## src/phy_irq_pkg.sv

```systemverilog
package phy_irq_pkg;
	// Register numbers on the management bus
	localparam logic [4:0] REG_MODE_CTRL = 5'h11;
	localparam logic [4:0] REG_IRQ_FLAGS = 5'h1D;
	localparam logic [4:0] REG_IRQ_MASK = 5'h1E;

	// Field positions
	localparam int unsigned MODE_ALT_SEL_BIT = 6;
	localparam int unsigned MODE_ENERGY_BIT = 1;
	localparam int unsigned SRC_PAGE_BIT = 1;
	localparam int unsigned SRC_PAR_FAULT_BIT = 2;
	localparam int unsigned SRC_LP_ACK_BIT = 3;
	localparam int unsigned SRC_LINK_DOWN_BIT = 4;
	localparam int unsigned SRC_REM_FAULT_BIT = 5;
	localparam int unsigned SRC_AN_DONE_BIT = 6;
	localparam int unsigned SRC_ENERGY_BIT = 7;
	localparam int unsigned SRC_WAKE_BIT = 8;
	localparam int unsigned WAKE_WIDTH = 4;

	// Implemented source bits, and those the primary scheme clears on a low level
	localparam logic [15:0] SRC_MASK = 16'h01FE;
	localparam logic [15:0] PRI_LEVEL_CLR = 16'h01EE;

	// Reset values
	localparam logic [15:0] FLAGS_RESET = 16'h0080;
	localparam logic [15:0] MASK_RESET = 16'h0000;
	localparam logic ALT_SEL_RESET = 1'b0;

	// Management frame layout
	localparam logic [5:0] PREAMBLE_LEN = 6'h20;
	localparam logic [4:0] HDR_LAST = 5'h0C;
	localparam logic [4:0] DATA_LAST = 5'h0F;
	localparam logic [4:0] TA_LAST = 5'h01;
	localparam logic [1:0] OP_READ = 2'h2;
	localparam logic [1:0] OP_WRITE = 2'h1;
	localparam logic [4:0] PHY_ADDR_DEFAULT = 5'h00;

	typedef enum logic [2:0] {
		SMI_IDLE = 3'b000,
		SMI_HDR = 3'b001,
		SMI_TA = 3'b010,
		SMI_RDATA = 3'b011,
		SMI_WDATA = 3'b100
	} smi_state_t;
endpackage : phy_irq_pkg

```

## src/smi_reg_if.sv

```systemverilog
`timescale 1ns/100ps
interface smi_reg_if;
	logic [4:0] addr;
	logic [15:0] wdata;
	logic [15:0] rdata;
	logic wr;
	logic rd;
	modport master(output addr, output wdata, output wr, output rd, input rdata);
	modport target(input addr, input wdata, input wr, input rd, output rdata);
endinterface : smi_reg_if

```

## src/phy_alt_interrupt_logic.sv

```systemverilog
`timescale 1ns/100ps
module phy_alt_interrupt_logic #(
	parameter logic [4:0] PHY_ADDR = phy_irq_pkg::PHY_ADDR_DEFAULT
) (
	input wire logic clock,
	input wire logic rst,
	input wire logic mdc,
	input wire logic mdio_i,
	output logic mdio_o,
	output logic mdio_oe,
	input wire logic energy_detect,
	input wire logic an_complete,
	input wire logic remote_fault,
	input wire logic link_status,
	input wire logic lp_ack,
	input wire logic par_fault,
	input wire logic page_rx,
	input wire logic [phy_irq_pkg::WAKE_WIDTH-1:0] wake_status,
	output logic irq_out_n
);
	import phy_irq_pkg::*;

	function automatic logic hit(input logic [4:0] addr, input logic [4:0] reg_num);
		hit = (addr == reg_num);
	endfunction : hit

	smi_reg_if bus ();

	smi_slave #(
		.PHY_ADDR(PHY_ADDR)
	) u_smi (
		.clock(clock),
		.rst(rst),
		.mdc(mdc),
		.mdio_i(mdio_i),
		.mdio_o(mdio_o),
		.mdio_oe(mdio_oe),
		.bus(bus)
	);

	logic alt_irq_scheme_sel_q, alt_irq_scheme_sel_d;
	logic [15:0] flags_q, flags_d;
	logic [15:0] mask_q, mask_d;
	logic [15:0] src_prev_q, src_prev_d;
	logic irq_n_q, irq_n_d;
	logic [15:0] src_vec, rise, deassert_ok, w1c, clear;
	logic wr_flags, wr_mask, wr_mode, rd_flags;

	// Link-down is stored inverted so every source is active high
	always_comb begin
		src_vec = 16'h0000;
		src_vec[SRC_PAGE_BIT] = page_rx;
		src_vec[SRC_PAR_FAULT_BIT] = par_fault;
		src_vec[SRC_LP_ACK_BIT] = lp_ack;
		src_vec[SRC_LINK_DOWN_BIT] = ~link_status;
		src_vec[SRC_REM_FAULT_BIT] = remote_fault;
		src_vec[SRC_AN_DONE_BIT] = an_complete;
		src_vec[SRC_ENERGY_BIT] = energy_detect;
		src_vec[SRC_WAKE_BIT] = |wake_status;
	end

	assign wr_flags = bus.wr && hit(bus.addr, REG_IRQ_FLAGS);
	assign wr_mask = bus.wr && hit(bus.addr, REG_IRQ_MASK);
	assign wr_mode = bus.wr && hit(bus.addr, REG_MODE_CTRL);
	assign rd_flags = bus.rd && hit(bus.addr, REG_IRQ_FLAGS);

	assign rise = src_vec & ~src_prev_q & SRC_MASK;
	assign deassert_ok = ~src_vec & SRC_MASK;
	assign w1c = wr_flags ? (bus.wdata & SRC_MASK) : 16'h0000;

	always_comb begin
		src_prev_d = src_vec;
		alt_irq_scheme_sel_d = alt_irq_scheme_sel_q;
		mask_d = mask_q;
		if (wr_mode) begin
			alt_irq_scheme_sel_d = bus.wdata[MODE_ALT_SEL_BIT];
		end
		if (wr_mask) begin
			mask_d = bus.wdata & SRC_MASK;
		end
		if (alt_irq_scheme_sel_q) begin
			// A one written only clears where the source has gone away
			clear = w1c & deassert_ok;
		end else begin
			// Primary scheme: read of the flags or the source's own low level, link-down excepted
			clear = (rd_flags ? SRC_MASK : 16'h0000) | (deassert_ok & PRI_LEVEL_CLR);
		end
		// New event in the clearing cycle is kept
		flags_d = (flags_q & ~clear) | rise;
		irq_n_d = ~|(flags_d & mask_d);
	end

	always_ff @(posedge clock or posedge rst) begin
		if (rst) begin
			alt_irq_scheme_sel_q <= ALT_SEL_RESET;
			flags_q <= FLAGS_RESET;
			mask_q <= MASK_RESET;
			src_prev_q <= 16'h0000;
			irq_n_q <= 1'b1;
		end else begin
			alt_irq_scheme_sel_q <= alt_irq_scheme_sel_d;
			flags_q <= flags_d;
			mask_q <= mask_d;
			src_prev_q <= src_prev_d;
			irq_n_q <= irq_n_d;
		end
	end

	assign irq_out_n = irq_n_q;

	// Only the three registers of this block answer; others read as zero
	always_comb begin
		bus.rdata = 16'h0000;
		if (hit(bus.addr, REG_MODE_CTRL)) begin
			bus.rdata[MODE_ALT_SEL_BIT] = alt_irq_scheme_sel_q;
			bus.rdata[MODE_ENERGY_BIT] = energy_detect;
		end else if (hit(bus.addr, REG_IRQ_FLAGS)) begin
			bus.rdata = flags_q;
		end else if (hit(bus.addr, REG_IRQ_MASK)) begin
			bus.rdata = mask_q;
		end
	end

	logic wr1_energy, wr1_link;
	assign wr1_energy = wr_flags && bus.wdata[SRC_ENERGY_BIT];
	assign wr1_link = wr_flags && bus.wdata[SRC_LINK_DOWN_BIT];
endmodule : phy_alt_interrupt_logic

```

## src/smi_slave.sv

```systemverilog
`timescale 1ns/100ps
module smi_slave #(
	parameter logic [4:0] PHY_ADDR = phy_irq_pkg::PHY_ADDR_DEFAULT
) (
	input wire logic clock,
	input wire logic rst,
	input wire logic mdc,
	input wire logic mdio_i,
	output logic mdio_o,
	output logic mdio_oe,
	smi_reg_if.master bus
);
	import phy_irq_pkg::*;

	logic mdc_s1_q, mdc_s2_q, mdc_s3_q, mdio_s1_q, mdio_s2_q;
	smi_state_t state_q, state_d;
	logic [5:0] cnt_q, cnt_d;
	logic [15:0] shift_q, shift_d;
	logic is_read_q, is_read_d, o_q, o_d, oe_q, oe_d, wr_q, wr_d, rd_q, rd_d;
	logic [4:0] addr_q, addr_d;
	logic [15:0] wdata_q, wdata_d;
	logic mdc_rise;
	logic [12:0] hdr;

	assign mdc_rise = mdc_s2_q & ~mdc_s3_q;
	assign hdr = {shift_q[11:0], mdio_s2_q};

	always_comb begin
		state_d = state_q;
		cnt_d = cnt_q;
		shift_d = shift_q;
		is_read_d = is_read_q;
		o_d = o_q;
		oe_d = oe_q;
		addr_d = addr_q;
		wdata_d = wdata_q;
		wr_d = 1'b0;
		rd_d = 1'b0;
		// Register data arrives the cycle after the read strobe
		if (rd_q) begin
			shift_d = bus.rdata;
		end
		if (mdc_rise) begin
			case (state_q)
				SMI_IDLE: begin
					if (mdio_s2_q) begin
						cnt_d = (cnt_q == PREAMBLE_LEN) ? cnt_q : cnt_q + 6'h01;
					end else if (cnt_q == PREAMBLE_LEN) begin
						state_d = SMI_HDR;
						cnt_d = 6'h00;
					end else begin
						cnt_d = 6'h00;
					end
				end
				SMI_HDR: begin
					shift_d = {shift_q[14:0], mdio_s2_q};
					cnt_d = cnt_q + 6'h01;
					// Start bit, op, address and register: thirteen bits in all
					if (cnt_q[4:0] == HDR_LAST) begin
						cnt_d = 6'h00;
						state_d = SMI_IDLE;
						// Frames for another address are ignored, MDIO left released
						if (hdr[12] && hdr[9:5] == PHY_ADDR) begin
							addr_d = hdr[4:0];
							if (hdr[11:10] == OP_READ) begin
								state_d = SMI_TA;
								is_read_d = 1'b1;
								rd_d = 1'b1;
							end else if (hdr[11:10] == OP_WRITE) begin
								state_d = SMI_TA;
								is_read_d = 1'b0;
							end
						end
					end
				end
				SMI_TA: begin
					if (cnt_q[4:0] != TA_LAST) begin
						cnt_d = cnt_q + 6'h01;
						if (is_read_q) begin
							oe_d = 1'b1;
							o_d = 1'b0;
						end
					end else begin
						cnt_d = 6'h00;
						if (is_read_q) begin
							state_d = SMI_RDATA;
							o_d = shift_q[15];
							shift_d = {shift_q[14:0], 1'b0};
						end else begin
							state_d = SMI_WDATA;
						end
					end
				end
				SMI_RDATA: begin
					if (cnt_q[4:0] == DATA_LAST) begin
						oe_d = 1'b0;
						o_d = 1'b0;
						state_d = SMI_IDLE;
						cnt_d = 6'h00;
					end else begin
						o_d = shift_q[15];
						shift_d = {shift_q[14:0], 1'b0};
						cnt_d = cnt_q + 6'h01;
					end
				end
				SMI_WDATA: begin
					shift_d = {shift_q[14:0], mdio_s2_q};
					cnt_d = cnt_q + 6'h01;
					if (cnt_q[4:0] == DATA_LAST) begin
						wdata_d = {shift_q[14:0], mdio_s2_q};
						wr_d = 1'b1;
						state_d = SMI_IDLE;
						cnt_d = 6'h00;
					end
				end
				default: begin
					state_d = SMI_IDLE;
					cnt_d = 6'h00;
				end
			endcase
		end
	end

	always_ff @(posedge clock or posedge rst) begin
		if (rst) begin
			mdc_s1_q <= 1'b0;
			mdc_s2_q <= 1'b0;
			mdc_s3_q <= 1'b0;
			mdio_s1_q <= 1'b0;
			mdio_s2_q <= 1'b0;
			state_q <= SMI_IDLE;
			cnt_q <= 6'h00;
			shift_q <= 16'h0000;
			is_read_q <= 1'b0;
			o_q <= 1'b0;
			oe_q <= 1'b0;
			addr_q <= 5'h00;
			wdata_q <= 16'h0000;
			wr_q <= 1'b0;
			rd_q <= 1'b0;
		end else begin
			mdc_s1_q <= mdc;
			mdc_s2_q <= mdc_s1_q;
			mdc_s3_q <= mdc_s2_q;
			mdio_s1_q <= mdio_i;
			mdio_s2_q <= mdio_s1_q;
			state_q <= state_d;
			cnt_q <= cnt_d;
			shift_q <= shift_d;
			is_read_q <= is_read_d;
			o_q <= o_d;
			oe_q <= oe_d;
			addr_q <= addr_d;
			wdata_q <= wdata_d;
			wr_q <= wr_d;
			rd_q <= rd_d;
		end
	end

	assign mdio_o = o_q;
	assign mdio_oe = oe_q;
	assign bus.addr = addr_q;
	assign bus.wdata = wdata_q;
	assign bus.wr = wr_q;
	assign bus.rd = rd_q;
endmodule : smi_slave
```

## config.mk

```make
export PLATFORM = sky130hd
export DESIGN_NAME = phy_alt_interrupt_logic
export DESIGN_NICKNAME = d
export VERILOG_FILES = /design/src/phy_irq_pkg.sv /design/src/smi_reg_if.sv /design/src/phy_alt_interrupt_logic.sv /design/src/smi_slave.sv
export SDC_FILE = /design/constraint.sdc
export NUM_CORES = 1
export LEC_CHECK = 0
export CORE_MARGIN = 2
export CORE_UTILIZATION = 56
export DETAILED_ROUTE_END_ITERATION = 7
export DONT_BUFFER_PORTS = 1
export GPL_TIMING_DRIVEN = 0
export MAX_ROUTING_LAYER = met4
export PLACE_DENSITY = 0.71
export SYNTH_ARGS = -nofsm -noshare
export SYNTH_HDL_FRONTEND = slang
export SYNTH_SLANG_ARGS = --single-unit
```

## constraint.sdc

```tcl
create_clock -name clock -period 5.94 [get_ports clock]
set_input_delay 0.297 -clock clock [delete_from_list [all_inputs] [get_ports clock]]
set_output_delay 0.297 -clock clock [all_outputs]
set_load 0.03 [all_outputs]
```

After elaboration in Yosys (flattened, before gate mapping):

Index checks and enable logic that the tools add are counted.

* bits in registers: 91
* bits of input ports: 15
* output and inout port bits: 3
* logic and storage cells: 128

* add/sub/neg operators: 1
* equal/unequal tests: 22
* mux-type cells: 52
* bitwise operators: 12
* reductions and logical operators: 21

Operator list (count)
* $mux 16: 8
* $pmux 16 s3: 1
* $mux 9: 4
* $and 16x16->16: 2
* $mux 6: 5
* $mux 3: 8
* $pmux 6 s4: 1
* $mux 1: 20
* $and 9x9->9: 2
* $not 9->9: 2
* $not 16->16: 1
* $or 16x9->16: 1
* $reduce_or 16->1: 1
* $eq 5x5->1 const B: 3
* $ne 2x1->1 const B: 6
* $pmux 3 s4: 1
* $eq 5x4->1 const B: 2
* $reduce_and 5->1: 2
* $or 9x9->9: 1
* $add 6x1->6 const B: 1
* $eq 3x2->1 const B: 2
* $eq 6x6->1 const B: 1
* $reduce_and 3->1: 2
* $reduce_and 6->1: 1
* 21 further kinds: 30

Longest topological paths before layout:

Gate-level depths: netlist (run 1).

* depth in word-level cells: 11
* mapped depth: 8
* gate-level depth less buffers: 7

By module:

A second synthesis (run 1) with hierarchy kept.

* cell total of the unflattened synthesis: 322
* area, all modules: 3976.3 um2

By module, submodules not included
* smi_slave: times used 1, cells an instance 217, area an instance 2727.6 um2
* phy_alt_interrupt_logic: times used 1, cells an instance 105, area an instance 1248.7 um2

Worst setup path after synthesis (run 1):

No wires, ideal clock.

* path kind: reg2reg
* start: register u_smi.cnt_q[0]
* end: register u_smi.shift_q[11]
* library setup time: 0.125 ns
* arrival time: 2.132 ns
* path slack: 3.683 ns
* cell stages (with the launch flop): 9
* period minus slack after synthesis: 2.257 ns
* cells stage by stage: dfrtp_1 -> ha_1 -> and3_1 -> ha_1 -> nand2_1 -> nand3b_1 -> a31oi_2 -> buf_2 -> mux2_2

* word-level cells in the longest chain between the ends: 4
* elaborated cells between the ends (all ways): 6
* classes of those cells: eq/ne: 2; mux: 4

RTL lines
* start: declaration: RTL line smi_slave.sv:17 `logic [5:0] cnt_q, cnt_d;`
* start signal: assignment: RTL line smi_slave.sv:148 `cnt_q <= cnt_d;`
* $eq 5x4->1 or $ne 5x1->1 (tied branches): RTL line smi_slave.sv:95, smi_slave.sv:77
* $mux 16 (on tied branches): RTL line smi_slave.sv:95, smi_slave.sv:77
* $pmux 16 s3 *: RTL line smi_slave.sv:44 `case (state_q)`
* $mux 16 *: RTL line smi_slave.sv:43 `if (mdc_rise) begin`
* named net u_smi.shift_d[11]: RTL line smi_slave.sv:18 `logic [15:0] shift_q, shift_d;`
* end signal: assignment: RTL line smi_slave.sv:149 `shift_q <= shift_d;`
* end: declaration: RTL line smi_slave.sv:18

The timed path passes the listed nets; every way through them passes the cells marked *.
A chain may end at the register's enable or synchronous reset.

Worst setup path in the final report (run 1):

* start: register u_smi.cnt_q[0]
* end: register u_smi.shift_q[12]

Same word-level chain as after synthesis.

==> impl_metrics.toml, run 1 <==
[outcome]
outcome = "finished clean"

[route]
firstDrtPassIters = 4
drc = 0
via_per_inst = 6.048
post_drt_wl_per_cell_um = 17.58
num_vias = 2540
drt_iter0_drc = 256
routed_wl_mm = 7.385
ant_nets = 0

[sta]
setup_viol = 0
finalMaxSlewViolations = 0
rsz0062_at_grt = "no"
maxSlewHeadroom_pct = 45.75
tns_ns = 0
final.period_utilization_pct = 44.47
worstMarginPinSlew_ns = 0.8093
fin_crit_ns = 2.641
max_freq_mhz = 378.6
hold_viol = 0
setup_ws_ns = 3.299
worst_clock_skew_ns = 0.01082

[floorplan]
coreArea_mm2 = 0.006241
die_y_um = 83.80
start_util_pct = 57.14
die-width_um = 83.80
row_count = 29
die-area_mm2 = 0.007022
pin_count = 18

[logic_synthesis]
synth_area_leader_cell = "dfrtp_1"
synth_common_cells = "dfrtp_1, mux2_2, nand2_1"
synthArstFlopShare_pct = 100.0
ys_ff_latch = 74
synthCells = 316
synth_top_cell_area_share_pct = 50.53
synth_most_common_cell = "dfrtp_1"
syn_area_per_cell_um2 = 11.28
synth_flop_cell = "dfrtp_1"
synthesis.area_mm2 = 0.003566
synth-warning-count = 0
synth.distinct_cells = 54
synth_edf_count = 0
synth_area_leaders = "dfrtp_1, mux2_2, nand2b_1"
syn_nets = 337
ys_seq_area_share_pct = 52.00

[placed_design]
routabilityCongestion = 0.8680
pre_cts_slack_ns = 3.298
io_buffer_count = 0
hpwl_mm = 5.093
place_area_mm2 = 0.003692

[hold_path]
hold_path.class = "in -> reg"

[cts]
cts.sinks = 74
clkTransAtPathRegs_ns = 0.08
cts.path.max_buffers = 2
root_buffer = "clkbuf_8"
cts_tree = "built"
post_cts_resized = 0
cts.htree.levels = 3
cts_buffers = 9
worstSkewPairLatency_ns = 0.35

[worst_setup_path]
rr_worst_depth = 8
crit_start = "u_smi.cnt_q[0]$_DFFE_PP0P_"
timing.rr.end = "u_smi.shift_q[12]$_DFF_PP0_"
start_kind = "flip-flop"
cp.arrival_ns = 2.87
cp_max_fo = 10
crit_path_end_kind = "flip-flop"
critical_path.endpoint = "u_smi.shift_q[12]$_DFF_PP0_"
critPathRequiredTime_ns = 6.17
r2r-start = "u_smi.cnt_q[0]$_DFFE_PP0P_"
worstSetupPathType = "reg -> reg"
crit_chain = "ha_1 -> and3_1 -> ha_1 -> nand2_1 -> nand3b_1 -> a31oi_2 -> buf_2 -> mux2_2"
crit_path_frequent_cell = "ha_1"
reg2reg_slack_ns = 3.30
max_stage_delay_ns = 0.48
slowest_stage = "a31oi_2"

[cells_and_area]
drive_gt1_share_pct = 20.12
post-route-util_pct = 64.03
synthToLayoutAreaGrowth_pct = 12.07
diodes = 0
design_area_mm2 = 0.003996
nNetsFinal = 359

[power]
finalPower_uw = 974.4
max-vdd-ir-drop_mv = 0.1590
power_density_mw_per_mm2 = 243.8
p_leak_nw = 1.700

[global_route]
grt_usage_pct = 23.34
globalRoute.totalOverflow = 0
grt_pass1_vias = 2490
grt_first_pass_wirelength_mm = 12.50
grt_max_degree = 75
antenna_found_initial = 0

[run]
maxCapViolCount = 0
==> critical path, delay by kind of cell, from the launching register on <==
kind                     cells  cell delay (ns)
multiplexers                 1             0.37
flip-flops                   1             0.43
adder cells (fa/ha/maj)      2             0.49
AO/OA/AOI/OAI                1             0.48
AND/OR/NAND/NOR              3             0.38
buffers and inverters        1             0.36
==> placed cells by master (no fill, tap or decap), types with 7 or more instances in the layout <==
master         instances
dfrtp_1               72
mux2_2                35
nand2_1               20
inv_1                 16
nand2b_1              14
nor2b_1               14
o21ai_0               13
nor2_1                11
clkbuf_8              10
dlygate4sd3_1         10
clkbuf_1               9
nand3_1                9
a22oi_1                7
o22ai_1                7
a21oi_1                7
==> cells by family after synthesis <==
group	count (synthesis)	synth area share, %
AO/OA/AOI/OAI	65	13.30
flip-flops	74	52.00
buffers and inverters	27	2.912
adder cells (fa/ha/maj)	6	2.105
XOR/XNOR	1	0.2457
AND/OR/NAND/NOR	105	17.54
multiplexers	38	11.89
==> area by class of cell <==
class,count,area [um2]
Sequential cell,74,1854
Multi-Input combinational cell,215,1608
Clock inverter,5,62.56
Fill cell,484,2245
Buffer,10,40.04
Inverter,17,66.31
Timing Repair Buffer,11,127.6
Clock buffer,11,141.4
Tap cell,77,96.34
==> sequential cells by signal, summed over array words and instances, names as in the netlist, 3 cells and up <==
| name | count |
|---|---|
| flags_q | 8 |
| mask_q | 8 |
| src_prev_q | 8 |
| u_smi.bus.addr | 5 |
| u_smi.bus.wdata | 8 |
| u_smi.cnt_q | 6 |
| u_smi.shift_q | 16 |
| u_smi.state_q | 3 |
==> how the worst min path moves through the flow <==
stage | endpoint | start | cells past startpoint | slack [ns]
floorplan | src_prev_q[1]$_DFF_PP0_ | page_rx | 0 | 0.33
global placement | u_smi.mdc_s1_q$_DFF_PP0_ | mdc | 0 | 0.33
detailed placement | u_smi.shift_q[11]$_DFF_PP0_ | rst | 2 | 0.28
CTS | flags_q[7]$_DFF_PP1_ | energy_detect | 2 | 0.09
global route | src_prev_q[8]$_DFF_PP0_ | wake_status[2] | 1 | 0.09
finish | flags_q[7]$_DFF_PP1_ | energy_detect | 2 | 0.10
==> timing repair <==
action	CTS	global route
endpoints found under the hold margin	81	0
setup buffers	0	0
hold buffers	10	0
endpoints found under the setup margin	0	0
==> stage by stage <==
step / hold slack (ns) / instances
finish: 0.1035 / 420
global route: 0.08926 / 420
CTS: 0.09111 / 420
detailed placement: 0.2800 / 394
global placement: 0.3285 / 393
floorplan: 0.3284 / 316
==> metal layers <==
metal	vias to the layer above	wire (um)	track usage, %
li1	1205	-	-
met2	61	3319	33.09
met5	-	0	-
met4	0	120	7.478
met1	1264	3682	33.77
met3	10	263	5.143
==> power by group <==
group / switching (mW) / total, mW / internal, mW
registers: 0.00953 / 0.526 / 0.516
clock network: 0.193 / 0.401 / 0.208
logic: 0.0279 / 0.0479 / 0.0200
total: 0.230 / 0.974 / 0.744
No activity file was read; power rests on OpenSTA's default activity.
==> run 2: changes to the inputs <==
- ABC_AREA: default -> 1
- clock period: 5.94 -> 2.55 ns (I/O delays scaled with it)
==> run 2 against run 1 <==
Largest cell class unchanged. Power increased by 140%. Cell count increased by 31%. Synthesized cell count increased by 41%. Via count increased by 14%. Clock power increased by 150%.
==> impl_metrics.toml, run 2 <==
[outcome]
outcome = "finished clean"

[placed_design]
place_area_mm2 = 0.003689
routabilityCongestion = 0.8887
pre_cts_slack_ns = 0.2918
io_buffer_count = 0
hpwl_mm = 5.467

[global_route]
grt_use_met2_pct = 40.33
grt_max_degree = 75
use_met3_pct = 3.066
met1_usage_pct = 30.52
antenna_found_initial = 0
grt_pass1_vias = 2915
grt_first_pass_wirelength_mm = 13.30
grt.busiest_layer = "met2"
grt_usage_pct = 24.54
globalRoute.totalOverflow = 0

[sta]
hold_viol = 0
worst_clock_skew_ns = 0.01128
setup_viol = 0
max_freq_mhz = 435.4
fin_crit_ns = 2.297
rsz0062_at_grt = "no"
whs_ns = 0.02340
final.period_utilization_pct = 90.07
finalMaxSlewViolations = 0
setup_ws_ns = 0.2533
maxSlewHeadroom_pct = 40.79
worstMarginPinSlew_ns = 0.8882

[logic_synthesis]
syn_nets = 468
synth.distinct_cells = 37
synth-warning-count = 0
ys_ff_latch = 74
synth_most_common_cell = "nand2_1"
synth_common_cells = "nand2_1, dfrtp_1, inv_1"
synthCells = 447
synthArstFlopShare_pct = 100.0
synth_area_leader_cell = "dfrtp_1"
synthesis.area_mm2 = 0.003590
synth_area_leaders = "dfrtp_1, nand2_1, inv_1"
syn_area_per_cell_um2 = 8.031
synth_edf_count = 0
ys_seq_area_share_pct = 51.66
synth_top_cell_area_share_pct = 50.19
synth_flop_cell = "dfrtp_1"

[route]
post_drt_wl_per_cell_um = 14.11
drc = 0
num_vias = 2906
ant_nets = 0
via_per_inst = 5.264
routed_wl_mm = 7.786
firstDrtPassIters = 5
drt_iter0_drc = 170

[hold_path]
hold_path.class = "in -> reg"

[cells_and_area]
diodes = 0
drive_gt1_share_pct = 10.11
largest_reg_flops = 16
layout_common_cells = "nand2_1, dfrtp_1, inv_1"
regMostFlops = "u_smi.shift_q"
ff_latch_area_mm2 = 0.001854
synthToLayoutAreaGrowth_pct = 12.41
multi_input_area_mm2 = 0.001400
nNetsFinal = 492
final_common_cell = "nand2_1"
design_area_mm2 = 0.004035
post-route-util_pct = 64.28
fill_cells = 559

[cts]
cts.htree.levels = 3
cts.sinks = 74
worstSkewPairLatency_ns = 0.34
cts_tree = "built"
clkTransAtPathRegs_ns = 0.08
cts.path.max_buffers = 2
root_buffer = "clkbuf_8"
cts_buffers = 9

[floorplan]
die-area_mm2 = 0.007067
start_util_pct = 57.19
die-width_um = 84.07
coreArea_mm2 = 0.006277
pin_count = 18
die_y_um = 84.07
row_count = 29

[worst_setup_path]
crit_path_end_kind = "flip-flop"
worstSetupPathType = "reg -> reg"
cp_max_fo = 10
critPathRequiredTime_ns = 2.76
start_kind = "flip-flop"
cp.arrival_ns = 2.51

[power]
max-vdd-ir-drop_mv = 0.3833
finalPower_mw = 2.382
p_leak_nw = 1.948
power_density_mw_per_mm2 = 590.4

[run]
maxCapViolCount = 0
[run 2: cell count changes after synthesis, moves of 6 or more]
cell      previous run  this run
o21ai_1              0        15
a22oi_1              7         1
nand2_1             20       136
nand2b_1            14         0
nor2_1              11        33
o21ai_0             13        39
nor2b_1             14         0
mux2_2              35         0
clkbuf_1             8         2
inv_1               17        68
[run 2: area by class of cell]
type / count / share of cell area, %
well taps: 77 / 2.388
multi-input cells: 291 / 34.70
inverters: 74 / 7.070
clock inverters: 5 / 1.953
clock buffers: 10 / 3.411
plain buffers: 8 / 1.302
repair buffers: 13 / 3.225
flip-flops and latches: 74 / 45.95
[run 2: per-layer routing]
metal	up-vias	part of all wire, %
li1	1451	-
met1	1382	44
met2	61	50
met3	12	3.8
met4	0	1.7
met5	-	0
[run 2: worst paths after layout]
kind                                                  end  slack, ns                  startpoint  cells past startpoint
setup reg to reg           u_smi.bus.wdata[3]$_DFFE_PP0P_       0.25  u_smi.cnt_q[0]$_DFFE_PP0P_                      8
max in group asynchronous             mask_q[7]$_DFF_PP0_       1.51                         rst                      2
setup / recovery           u_smi.bus.wdata[3]$_DFFE_PP0P_       0.25  u_smi.cnt_q[0]$_DFFE_PP0P_                      8
hold / removal                       flags_q[8]$_DFF_PP0_       0.02              wake_status[2]                      4
min in group asynchronous       u_smi.mdio_oe$_DFFE_PP0P_       0.45                         rst                      2
hold reg to reg                 u_smi.mdio_s2_q$_DFF_PP0_       0.35   u_smi.mdio_s1_q$_DFF_PP0_                      0
[run 2: cell families (layout without fill, tap and decap cells)]
kind of cell             after synthesis  in the layout  share of synthesized area [%]
AO/OA/AOI/OAI                         85             85                          13.18
buffers and inverters                 82            110                          9.341
XOR/XNOR                               2              2                         0.4881
flip-flops                            74             74                          51.66
adder cells (fa/ha/maj)                6              6                          2.091
AND/OR/NAND/NOR                      198            198                          23.25
[run 2: power breakdown]
group | internal, mW | switching (mW)
registers | 1.21 | 0.0300
logic | 0.0497 | 0.0924
clock network | 0.571 | 0.429
[run 2: what timing repair did]
action                    CTS  global route
hold buffers               13             0
resized for setup           0             0
hold endpoints to repair   88             0
setup buffers               0             0
[run 2: critical path, cell delays in order (launching register included)]
cell     delay, ns
dfrtp_1       0.38
ha_1          0.17
inv_1         0.05
nor2_1        0.14
ha_1          0.36
inv_1         0.14
nor3_2        0.55
buf_4         0.29
o21ai_0       0.10
[run 2: through the flow]
| stage | cells | setup TNS (ns) |
|---|---|---|
| after detailed placement | 524 | 0 |
| final | 552 | 0 |
| after floorplan | 447 | 0 |
| after CTS | 552 | 0 |
| after global routing | 552 | 0 |
| after global placement | 524 | -15.87 |
